`src/include/vdb_pkg.sv`:
```
// Package for the video decoder back-end control block.
package vdb_pkg;
   localparam int ADDR_W = 12;
   localparam logic [ADDR_W-1:0] OFS_YCS1   = 12'h040;
   localparam logic [ADDR_W-1:0] OFS_YCS2   = 12'h044;
   localparam logic [ADDR_W-1:0] OFS_ENH1   = 12'h050;
   localparam logic [ADDR_W-1:0] OFS_ENH2   = 12'h054;
   localparam logic [ADDR_W-1:0] OFS_CGAIN  = 12'h058;
   localparam logic [ADDR_W-1:0] OFS_WBCTL  = 12'h060;
   localparam logic [ADDR_W-1:0] OFS_WBGEO  = 12'h064;
   localparam logic [ADDR_W-1:0] OFS_YBASE  = 12'h068;
   localparam logic [ADDR_W-1:0] OFS_CBASE  = 12'h06c;
   localparam logic [ADDR_W-1:0] OFS_IEN    = 12'h080;
   localparam logic [ADDR_W-1:0] OFS_IFLAG  = 12'h090;
   localparam logic [ADDR_W-1:0] OFS_DBG    = 12'h100;
   localparam logic [31:0] RST_YCS1  = 32'h00004209;
   localparam logic [31:0] RST_YCS2  = 32'hff6440af;
   localparam logic [31:0] RST_ENH1  = 32'h14208000;
   localparam logic [31:0] RST_ENH2  = 32'h00000680;
   localparam logic [31:0] RST_CGAIN = 32'h00000000;
   localparam logic [31:0] RST_WBCTL = 32'h02d00020;
   localparam logic [31:0] RST_WBGEO = 32'h00f002d0;
   localparam logic [31:0] RST_ZERO  = 32'h00000000;
   localparam logic [31:0] RST_DBG   = 32'h00100000;
   localparam logic [31:0] MSK_YCS1  = 32'h3ff1ffff;
   localparam logic [31:0] MSK_ENH1  = 32'h3fffff0f;
   localparam logic [31:0] MSK_ENH2  = 32'h000007ff;
   localparam logic [31:0] MSK_CGAIN = 32'h1fff0fff;
   localparam logic [31:0] MSK_WBCTL = 32'h9fff017f;
   localparam logic [31:0] MSK_WBGEO = 32'h07ff0fff;
   localparam logic [31:0] MSK_IEN   = 32'hf10101fb;
   localparam logic [31:0] MSK_IFLAG = 32'hf10101b3;
   localparam logic [31:0] MSK_DBG   = 32'hffffff00;
   // Field positions.
   localparam int B_COMB_OFF = 3;
   localparam int B_SHARP_ON = 24;
   localparam int B_ORDER    = 31;
   localparam int B_FILT     = 28;
   localparam int B_VALID    = 8;
   localparam int B_FLIP     = 6;
   localparam int B_FRAME    = 5;
   localparam int B_TILED    = 4;
   localparam int B_FSEL     = 2;
   localparam int B_FMT      = 1;
   localparam int B_STORE    = 0;
   localparam int B_LOWER    = 24;
   localparam int B_RAISE    = 23;
   localparam int B_CLMODE   = 22;
   localparam int B_GMODE    = 21;
   localparam int F_LOCK     = 0;
   localparam int F_UNLOCK   = 1;
   localparam int F_BASEERR  = 16;
   localparam int F_FEND     = 24;
   localparam logic [8:0]  BRIGHT_ZERO = 9'h020;
   localparam int          UNITY_SHIFT = 7;
   localparam int          SKEW_DEPTH  = 8;
   typedef enum logic [1:0] {WB_IDLE, WB_WAIT, WB_LINES} vdb_wb_e;
   typedef struct packed {
      logic              valid;
      logic [7:0]        luma;
      logic signed [8:0] hipass;
      logic [7:0]        chroma;
   } vdb_pix_in_s;
   typedef struct packed {
      logic       valid;
      logic [7:0] luma;
      logic [7:0] chroma;
   } vdb_pix_out_s;
   typedef struct packed {
      logic       temporal_comb_active;
      logic [2:0] comb_separation_select;
      logic       chroma_order;
      logic       subsample_filter_on;
      logic       tiled_layout_select;
      logic       output_sampling_format;
      logic       clamp_auto;
      logic       clamp_raise_kick;
      logic       clamp_lower_kick;
      logic [6:0] clamp_step_cycles;
      logic [7:0] front_gain;
   } vdb_ctl_s;
endpackage : vdb_pkg

```
`src/hdl/vdb_top.sv`:
```
// Video decoder back-end control: registers, enhancement, write-back.
//
// The implementer's own choice: the AHB-Lite interface to the registers.
`timescale 1ns/10ps
`default_nettype none
module vdb_top
  (input  wire logic                 CLK_SYS_IN,
   input  wire logic                 RST_IN,
   input  wire logic                 HSEL_IN,
   input  wire logic [31:0]          HADDR_IN,
   input  wire logic [1:0]           HTRANS_IN,
   input  wire logic                 HWRITE_IN,
   input  wire logic [2:0]           HSIZE_IN,
   input  wire logic [31:0]          HWDATA_IN,
   input  wire logic                 HREADY_IN,
   output logic      [31:0]          HRDATA_OUT,
   output logic                      HREADYOUT_OUT,
   output logic                      HRESP_OUT,
   input  wire vdb_pkg::vdb_pix_in_s PIX_IN,
   output vdb_pkg::vdb_pix_out_s     PIX_OUT,
   input  wire logic                 LOCK_IN,
   input  wire logic [7:0]           FIFO_FAULT_IN,
   input  wire logic [7:0]           AUTO_GAIN_IN,
   input  wire logic                 FIELD_START_IN,
   input  wire logic                 FIELD_ID_IN,
   input  wire logic                 LINE_END_IN,
   output vdb_pkg::vdb_ctl_s         CTL_OUT,
   output logic                      WB_ACTIVE_OUT,
   output logic      [31:0]          WB_LUMA_ADDR_OUT,
   output logic      [31:0]          WB_CHROMA_ADDR_OUT,
   output logic      [11:0]          WB_LINE_PIXELS_OUT,
   output logic                      IRQ_OUT);
   import vdb_pkg::*;

   typedef logic [7:0] vdb_byte_t;

   typedef struct packed {
      logic [31:0]       ycs1, ycs2, enh1, enh2, cgain, wbctl, wbgeo;
      logic [31:0]       ybase, cbase, ien, iflag, dbg;
      logic              ap_wr;
      logic [ADDR_W-1:0] ap_addr;
      logic [31:0]       rdata;
      logic              lock_seen;
      logic              kick_up, kick_dn;
      vdb_byte_t [SKEW_DEPTH-1:0] ydly, cdly;
      logic [SKEW_DEPTH-1:0]      vdly;
      vdb_wb_e           wb;
      logic              field;
      logic [10:0]       line;
      logic [31:0]       yaddr, caddr;
   } vdb_state_s;

   vdb_state_s st, next_st;

   // Skew selection, shared by the datapath and the assertions.
   logic [2:0] luma_tap, chroma_tap;
   logic [3:0] skew;

   function automatic vdb_byte_t sat8(input logic signed [19:0] v);
      if (v < 0)
         sat8 = 8'h00;
      else if (v > 20'sd255)
         sat8 = 8'hff;
      else
         sat8 = v[7:0];
   endfunction : sat8

   function automatic vdb_byte_t enhance_luma(input logic [7:0] y,
                                              input logic signed [8:0] hp,
                                              input logic [31:0] e1);
      logic signed [19:0] acc;
      logic signed [19:0] sh;
      acc = $signed({12'h000, y});
      sh  = 20'sh00000;
      // A zero denominator would divide by zero, so it leaves luma unsharpened.
      if (e1[B_SHARP_ON] && e1[29:28] != 2'h0)
         sh = (20'(hp) * $signed({17'h00000, e1[27:25]}))
              / $signed({18'h00000, e1[29:28]});
      acc = acc + sh;
      acc = acc + $signed({11'h000, e1[23:16]})
                - $signed({11'h000, BRIGHT_ZERO});
      if (acc < 0)
         acc = 20'sh00000;
      acc = (acc * $signed({12'h000, e1[15:8]})) >>> UNITY_SHIFT;
      enhance_luma = sat8(acc);
   endfunction : enhance_luma

   function automatic vdb_byte_t enhance_chroma(input logic [7:0] c,
                                                input logic [7:0] g);
      logic signed [19:0] d;
      // Gain applies around the chroma zero level, not around code zero.
      d = $signed({12'h000, c}) - 20'sd128;
      d = (d * $signed({12'h000, g})) >>> UNITY_SHIFT;
      enhance_chroma = sat8(d + 20'sd128);
   endfunction : enhance_chroma

   always_comb
   begin
      skew = st.enh1[3:0];
      luma_tap   = 3'h0;
      chroma_tap = 3'h0;
      // Reserved codes fall back to no skew rather than an arbitrary one.
      if (skew >= 4'h3 && skew <= 4'h7)
         luma_tap = skew[2:0];
      else if (skew >= 4'hb)
         chroma_tap = 3'(5'h10 - {1'b0, skew});
   end

   logic        wr_now, rd_now, clr_base_err;
   logic [31:0] wmask, set_flags;
   logic [10:0] lines_next;
   logic [31:0] line_step;
   logic        take_field, eff_field, lock_now;

   always_comb
   begin
      next_st = st;
      set_flags = 32'h00000000;
      wr_now = st.ap_wr;
      rd_now = HSEL_IN && HREADY_IN && HTRANS_IN[1] && !HWRITE_IN;
      wmask = HWDATA_IN;
      clr_base_err = 1'b0;
      lock_now = LOCK_IN;
      eff_field = FIELD_ID_IN ^ st.wbctl[B_FLIP];
      take_field = st.wbctl[B_FRAME] || (eff_field == st.wbctl[B_FSEL]);
      line_step = st.wbctl[B_FRAME] ? {4'h0, st.wbctl[27:16], 16'h0000} >> 15
                                    : {20'h00000, st.wbctl[27:16]};
      lines_next = st.line + 11'h001;
      // Address phase capture; only writes need the data phase.
      next_st.ap_wr = HSEL_IN && HREADY_IN && HTRANS_IN[1] && HWRITE_IN;
      next_st.ap_addr = HADDR_IN[ADDR_W-1:0];
      next_st.kick_up = 1'b0;
      next_st.kick_dn = 1'b0;
      if (wr_now)
      begin
         case (st.ap_addr)
            OFS_YCS1:  next_st.ycs1  = HWDATA_IN & MSK_YCS1;
            OFS_YCS2:  next_st.ycs2  = HWDATA_IN;
            OFS_ENH1:  next_st.enh1  = HWDATA_IN & MSK_ENH1;
            OFS_ENH2:  next_st.enh2  = HWDATA_IN & MSK_ENH2;
            OFS_CGAIN: next_st.cgain = HWDATA_IN & MSK_CGAIN;
            OFS_WBCTL: next_st.wbctl = HWDATA_IN & MSK_WBCTL;
            OFS_WBGEO: next_st.wbgeo = HWDATA_IN & MSK_WBGEO;
            OFS_YBASE:
            begin
               next_st.ybase = HWDATA_IN;
               clr_base_err = 1'b1;
            end
            OFS_CBASE:
            begin
               next_st.cbase = HWDATA_IN;
               clr_base_err = 1'b1;
            end
            OFS_IEN:   next_st.ien   = HWDATA_IN & MSK_IEN;
            OFS_DBG:
            begin
               // Kicks are one-shot; they count only in software clamp mode.
               next_st.dbg = HWDATA_IN & MSK_DBG & ~(32'h3 << B_RAISE);
               next_st.kick_up = HWDATA_IN[B_CLMODE] && HWDATA_IN[B_RAISE];
               next_st.kick_dn = HWDATA_IN[B_CLMODE] && HWDATA_IN[B_LOWER];
            end
            default: ;
         endcase
      end
      // Decoder lock edges.
      next_st.lock_seen = lock_now;
      set_flags[F_LOCK]   = lock_now && !st.lock_seen;
      set_flags[F_UNLOCK] = !lock_now && st.lock_seen;
      set_flags[31:28] = FIFO_FAULT_IN[7:4];
      set_flags[8:7]   = FIFO_FAULT_IN[3:2];
      set_flags[5:4]   = FIFO_FAULT_IN[1:0];
      // Moving a base while lines are being written corrupts the buffer.
      set_flags[F_BASEERR] = clr_base_err && st.wb == WB_LINES;
      // Write-back sequencing.
      case (st.wb)
         WB_IDLE:
            if (st.wbctl[B_STORE] && st.wbctl[B_VALID])
               next_st.wb = WB_WAIT;
         WB_WAIT:
            if (FIELD_START_IN && take_field)
            begin
               next_st.wb = WB_LINES;
               next_st.field = eff_field;
               next_st.line = 11'h000;
               next_st.yaddr = st.ybase;
               next_st.caddr = st.cbase;
               if (st.wbctl[B_FRAME] && eff_field)
               begin
                  next_st.yaddr = st.ybase + {20'h00000, st.wbctl[27:16]};
                  next_st.caddr = st.cbase + {20'h00000, st.wbctl[27:16]};
               end
            end
         WB_LINES:
            if (LINE_END_IN)
            begin
               next_st.line = lines_next;
               next_st.yaddr = st.yaddr + line_step;
               // 4:2:0 keeps every second chroma line.
               if (st.wbctl[B_FMT] || st.line[0])
                  next_st.caddr = st.caddr + line_step;
               if (lines_next >= st.wbgeo[26:16])
               begin
                  next_st.wb = WB_WAIT;
                  set_flags[F_FEND] = !st.wbctl[B_FRAME] || st.field;
               end
            end
         default: next_st.wb = WB_IDLE;
      endcase
      if (!(st.wbctl[B_STORE] && st.wbctl[B_VALID]))
         next_st.wb = WB_IDLE;
      // Flags written with one clear, but a same-cycle event wins.
      if (wr_now && st.ap_addr == OFS_IFLAG)
         next_st.iflag = st.iflag & ~HWDATA_IN;
      next_st.iflag = (next_st.iflag | set_flags) & MSK_IFLAG;
      // Pixel pipeline: enhance, then skew.
      next_st.ydly[0] = enhance_luma(PIX_IN.luma, PIX_IN.hipass, st.enh1);
      next_st.cdly[0] = enhance_chroma(PIX_IN.chroma, st.enh2[7:0]);
      next_st.vdly[0] = PIX_IN.valid;
      for (int i = 1; i < SKEW_DEPTH; i++)
      begin
         next_st.ydly[i] = st.ydly[i-1];
         next_st.cdly[i] = st.cdly[i-1];
         next_st.vdly[i] = st.vdly[i-1];
      end
      // Read data is prepared in the address phase and shown in the data phase.
      next_st.rdata = 32'h00000000;
      if (rd_now)
      begin
         case (HADDR_IN[ADDR_W-1:0])
            OFS_YCS1:  next_st.rdata = st.ycs1;
            OFS_YCS2:  next_st.rdata = st.ycs2;
            OFS_ENH1:  next_st.rdata = st.enh1;
            OFS_ENH2:  next_st.rdata = st.enh2;
            OFS_CGAIN: next_st.rdata = st.cgain;
            OFS_WBCTL: next_st.rdata = st.wbctl;
            OFS_WBGEO: next_st.rdata = st.wbgeo;
            OFS_YBASE: next_st.rdata = st.ybase;
            OFS_CBASE: next_st.rdata = st.cbase;
            OFS_IEN:   next_st.rdata = st.ien;
            OFS_IFLAG: next_st.rdata = st.iflag;
            OFS_DBG:   next_st.rdata = st.dbg;
            default:   next_st.rdata = 32'h00000000;
         endcase
      end
   end

   always_ff @(posedge CLK_SYS_IN or posedge RST_IN)
   begin
      if (RST_IN)
      begin
         st <= '0;
         st.ycs1  <= RST_YCS1;
         st.ycs2  <= RST_YCS2;
         st.enh1  <= RST_ENH1;
         st.enh2  <= RST_ENH2;
         st.cgain <= RST_CGAIN;
         st.wbctl <= RST_WBCTL;
         st.wbgeo <= RST_WBGEO;
         st.ybase <= RST_ZERO;
         st.cbase <= RST_ZERO;
         st.ien   <= RST_ZERO;
         st.iflag <= RST_ZERO;
         st.dbg   <= RST_DBG;
         st.wb    <= WB_IDLE;
      end
      else
         st <= next_st;
   end

   assign HRDATA_OUT    = st.rdata;
   assign HREADYOUT_OUT = 1'b1;
   assign HRESP_OUT     = 1'b0;
   assign PIX_OUT.luma   = st.ydly[luma_tap];
   assign PIX_OUT.chroma = st.cdly[chroma_tap];
   assign PIX_OUT.valid  = st.vdly[luma_tap > chroma_tap ? luma_tap
                                                         : chroma_tap];
   assign CTL_OUT.temporal_comb_active = !st.ycs1[B_COMB_OFF]
                                         && st.ycs1[2:0] != 3'h0;
   assign CTL_OUT.comb_separation_select = st.ycs1[2:0];
   assign CTL_OUT.chroma_order = st.wbctl[B_ORDER];
   assign CTL_OUT.subsample_filter_on = st.wbctl[B_FILT]
                                        && !st.wbctl[B_FMT];
   assign CTL_OUT.tiled_layout_select = st.wbctl[B_TILED];
   assign CTL_OUT.output_sampling_format = st.wbctl[B_FMT];
   assign CTL_OUT.clamp_auto = !st.dbg[B_CLMODE];
   assign CTL_OUT.clamp_raise_kick = st.kick_up;
   assign CTL_OUT.clamp_lower_kick = st.kick_dn;
   assign CTL_OUT.clamp_step_cycles = st.dbg[31:25];
   assign CTL_OUT.front_gain = st.dbg[B_GMODE] ? st.dbg[15:8]
                                               : AUTO_GAIN_IN;
   assign WB_ACTIVE_OUT = st.wb == WB_LINES;
   assign WB_LUMA_ADDR_OUT = st.yaddr;
   assign WB_CHROMA_ADDR_OUT = st.caddr;
   assign WB_LINE_PIXELS_OUT = st.wbgeo[11:0];
   assign IRQ_OUT = |(st.iflag & st.ien);
endmodule : vdb_top
`default_nettype wire

```
`config.mk`:
```
export PLATFORM = sky130hd
export DESIGN_NAME = vdb_top
export DESIGN_NICKNAME = d
export VERILOG_FILES = /design/src/include/vdb_pkg.sv /design/src/hdl/vdb_top.sv
export SDC_FILE = /design/constraint.sdc
export NUM_CORES = 2
export LEC_CHECK = 0
export ABC_AREA = 0
export ABC_CLOCK_PERIOD_IN_PS = 49200
export BUFFER_PORTS_ARGS = -buffer_cell sky130_fd_sc_hd__buf_2
export CORE_ASPECT_RATIO = 2
export CORE_MARGIN = 5
export CORE_UTILIZATION = 63
export CTS_CLUSTER_DIAMETER = 150
export DETAILED_ROUTE_END_ITERATION = 8
export GPL_TIMING_DRIVEN = 0
export PLACE_DENSITY = 0.79
export SYNTH_ARGS = -nofsm -noshare
export SYNTH_HDL_FRONTEND = slang
export SYNTH_SLANG_ARGS = --single-unit
```
`constraint.sdc`:
```
create_clock -name CLK_SYS_IN -period 49.2 [get_ports CLK_SYS_IN]
set_clock_uncertainty 0.2 [all_clocks]
set_input_delay 4.92 -clock CLK_SYS_IN [delete_from_list [all_inputs] [get_ports CLK_SYS_IN]]
set_output_delay 4.92 -clock CLK_SYS_IN [all_outputs]
set_load 0.03 [all_outputs]
```
==> results.yml <==
finish:
  layout.nets: 5429
  seq_area_mm2: 0.01357
  utilization_pct: 69.71
  area_delta_synth_final_pct: 10.05
  multi_input_area_mm2: 0.02670
  n_fill_cell: 5479
  layout-drive-gt1-share_pct: 19.20
outcome:
  status: "finished, final reports clean"
yosys:
  syn_inst: 4604
  netlist_area_mm2: 0.04290
  synth_area_leader_cell: "dfrtp_1"
  async_reset_ff_share_pct: 100.0
  synth.yosys.seq_area_share_pct: 31.62
  ys_warn_count: 0
  syn_area_per_cell_um2: 9.319
  synth_ff_type: "dfrtp_1"
  yosysTopAreaCellShare_pct: 28.99
  synthTopCellsByArea: "dfrtp_1 29%, fa_1 7.5%, mux2_2 7.2%"
  synth-seq-cells: 540
  synth_edf_count: 0
  yosysUniqueCellTypes: 129
clock_tree:
  h-tree-depth: 2
  numCtsBuffers: 43
  clk_pin_slew_ns: 0.07
  numClockSinks: 540
  clk_latency_ns: 0.59
  cts_tree: "done"
  cts_max_path_buffers: 3
  cts-root-buf: "clkbuf_16"
routing:
  routed_wl_um: 148000
  num_vias: 37970
  drc: 0
  first_iter_violations: 2854
  vias_per_cell: 6.494
  first_pass_iters: 9
  antenna_left: 0
  wl_per_cell_um: 25.31
setup_path:
  critPathCaptureType: "register"
  r2r_start: "st[578]"
  worstSetupPathType: "in -> reg"
  cpPeakStageDelay_ns: 0.54
  cp-start-kind: "input pin"
  crit_slowest_cell: "fa_1"
  cp.required_ns: 49.39
  r2r_cells: 200
  r2r_end: "next_st[158]"
  path_common_cell: "ha_1"
  cp_max_fo: 10
  regToRegSetupSlack_ns: 2.53
  cp.arrival_ns: 47.17
timing:
  worstMarginPinSlew_ns: 1.341
  max_slew_margin_pct: 10.63
  setup_viol: 0
  period_share_pct: 95.47
  clock.fmax_mhz: 21.29
  finalCriticalPeriod_ns: 46.97
  whs_ns: 0.1719
  hold_viol_final: 0
  slew_violations: 0
  fin_ws_ns: 2.227
power:
  power_frac_clock_pct: 22.2
  comb_power_share_pct: 46.2
  ir_drop_mv: 0.05129
  p_sw_mw: 0.6604
  leakage_nw: 22.16
  internal-power_mw: 0.9632
  p_per_area_mw_per_mm2: 34.39
  pwr-share-seq_pct: 31.6
  switching_share_pct: 40.67
floorplan:
  core_area_mm2: 0.06773
  num_rows: 135
  chipWidth_um: 194.5
  initial_core_util_pct: 63.34
  die_y_um: 379.1
  io_pins: 275
  fp.dieArea_mm2: 0.07374
run:
  max-cap-violations: 0
hold_path:
  hold_class: "reg -> reg"
  holdCritStartpoint: "next_st[108]"
  hold-path-cell-count: 0
  whs_endpoint: "next_st[116]"
global_route:
  use_met2_pct: 70.89
  grt_overflow_total: 0
  grt_usage_pct: 39.28
  grt_max_degree: 137
  antenna_found_initial: 15
  grtUsageMet3_pct: 7.806
  grt.busiest_layer: "met2"
  grt_pass1_wl_um: 224200
  use_met1_pct: 35.62
  grt_pass1_vias: 40010
placement:
  pre_cts_ws_ns: -2.900
  dp_hpwl_um: 118600
  numPortBuffers: 244
  gp_congestion: 1.020
## cell type report
cell class | count | area share [%]
Sequential cell | 540 | 28.73
Clock inverter | 18 | 0.4054
Inverter | 340 | 2.735
Clock buffer | 58 | 2.589
Buffer | 307 | 3.553
Tap cell | 890 | 2.358
Timing Repair Buffer | 260 | 3.010
Multi-Input combinational cell | 3423 | 56.55
Timing Repair inverter | 2 | 0.02120
Antenna cell | 9 | 0.04770
## placed cells by master, fill, tap and decap left out, types with 69 or more instances in the layout
cell type,instances
clkbuf_1,148
buf_2,254
buf_4,141
nor2_1,308
nand3_1,89
xnor2_1,145
mux2i_1,69
a21oi_1,193
nor3_1,80
inv_1,337
ha_1,232
fa_1,160
dfrtp_1,497
nand2_1,443
and3_1,103
mux2_2,275
and2_1,95
o21ai_0,237
## layer usage
| layer | share of wire (%) | vias up |
|---|---|---|
| met3 | 6.7 | 833 |
| met2 | 51 | 1825 |
| met1 | 30 | 18430 |
| li1 | - | 16880 |
| met5 | 0.047 | - |
| met4 | 13 | 10 |
## sequential cells by signal, summed over array words and instances (netlist names)
| register | count |
|---|---|
| WB_LINE_PIXELS_OUT | 12 |
| CTL_OUT | 15 |
| HRDATA_OUT | 32 |
| st | 293 |
| next_st | 119 |
| WB_LUMA_ADDR_OUT | 32 |
| WB_CHROMA_ADDR_OUT | 32 |
| skew | 4 |
| wr_now | 1 |
## how the worst max path moves through the flow
stage / start / slack (ns) / end / depth (start not counted)
after CTS: PIX_IN[10] / 0.11 / next_st[159] / 181
after floorplan: PIX_IN[10] / 6.36 / next_st[164] / 180
after detailed placement: PIX_IN[10] / -2.90 / next_st[159] / 182
final: PIX_IN[10] / 2.23 / next_st[158] / 183
after global placement: PIX_IN[10] / -2.58 / next_st[158] / 182
after global routing: PIX_IN[10] / -0.05 / next_st[159] / 183
## power by group through the flow
stage               combinational (mW)  clock [mW]  sequential [mW]
floorplan                        0.550           0            0.509
CTS                              0.739       0.361            0.512
finish                           0.750       0.360            0.513
global placement                 0.713           0            0.518
global route                     0.829       0.378            0.516
detailed placement               0.732           0            0.520
## cell usage after synthesis (35+ instances only)
cell type	number
a21o_1	51
a21oi_1	197
a221oi_1	45
a22oi_1	48
a31oi_1	63
and2_1	96
and3_1	104
buf_4	129
clkbuf_1	146
dfrtp_1	497
dfstp_2	43
fa_1	160
ha_1	232
inv_1	340
mux2_2	275
mux2i_1	72
nand2_1	445
nand3_1	89
nor2_1	317
nor2b_1	35
nor3_1	85
o21a_1	52
o21ai_0	240
o21bai_1	39
xnor2_1	145
xor2_1	65
## timing repair
item,in CTS,in global routing
pin swaps,1,2
gates cloned,2,0
hold buffers,0,0
buffers inserted,4,6
setup endpoints to repair,8,8
resized for setup,19,44
## worst max-delay path: cells and delay by family
family,cells,cell delay (ns)
compound gates,67,13.71
mux,5,1.31
xor+xnor,4,0.92
fa+ha+maj,24,8.55
simple gates,64,14.53
buf+inv,19,3.09
## logic make-up after synthesis
| logic type | after synthesis | synth area share, % |
|---|---|---|
| AND/OR/NAND/NOR | 1386 | 15.90 |
| AO/OA/AOI/OAI | 1061 | 17.27 |
| buffers and inverters | 648 | 6.885 |
| flip-flops | 540 | 31.62 |
| adder cells (fa/ha/maj) | 394 | 14.28 |
| multiplexers | 363 | 9.737 |
| XOR/XNOR | 210 | 4.287 |
| other | 2 | 0.01750 |
## through the flow
step           instances  setup TNS [ns]  power (mW)  instance area, um^2
3_3_place_gp        5745          -19.69       1.231                45270
6_report            5847               0       1.624                47220
4_1_cts             5831               0       1.613                46940
3_5_place_dp        5750          -22.35       1.252                45420
2_1_floorplan       4611               0       1.059                42930
5_1_grt             5838         -0.1612       1.723                47200
Note: power is estimated with default switching activity, not from simulation.
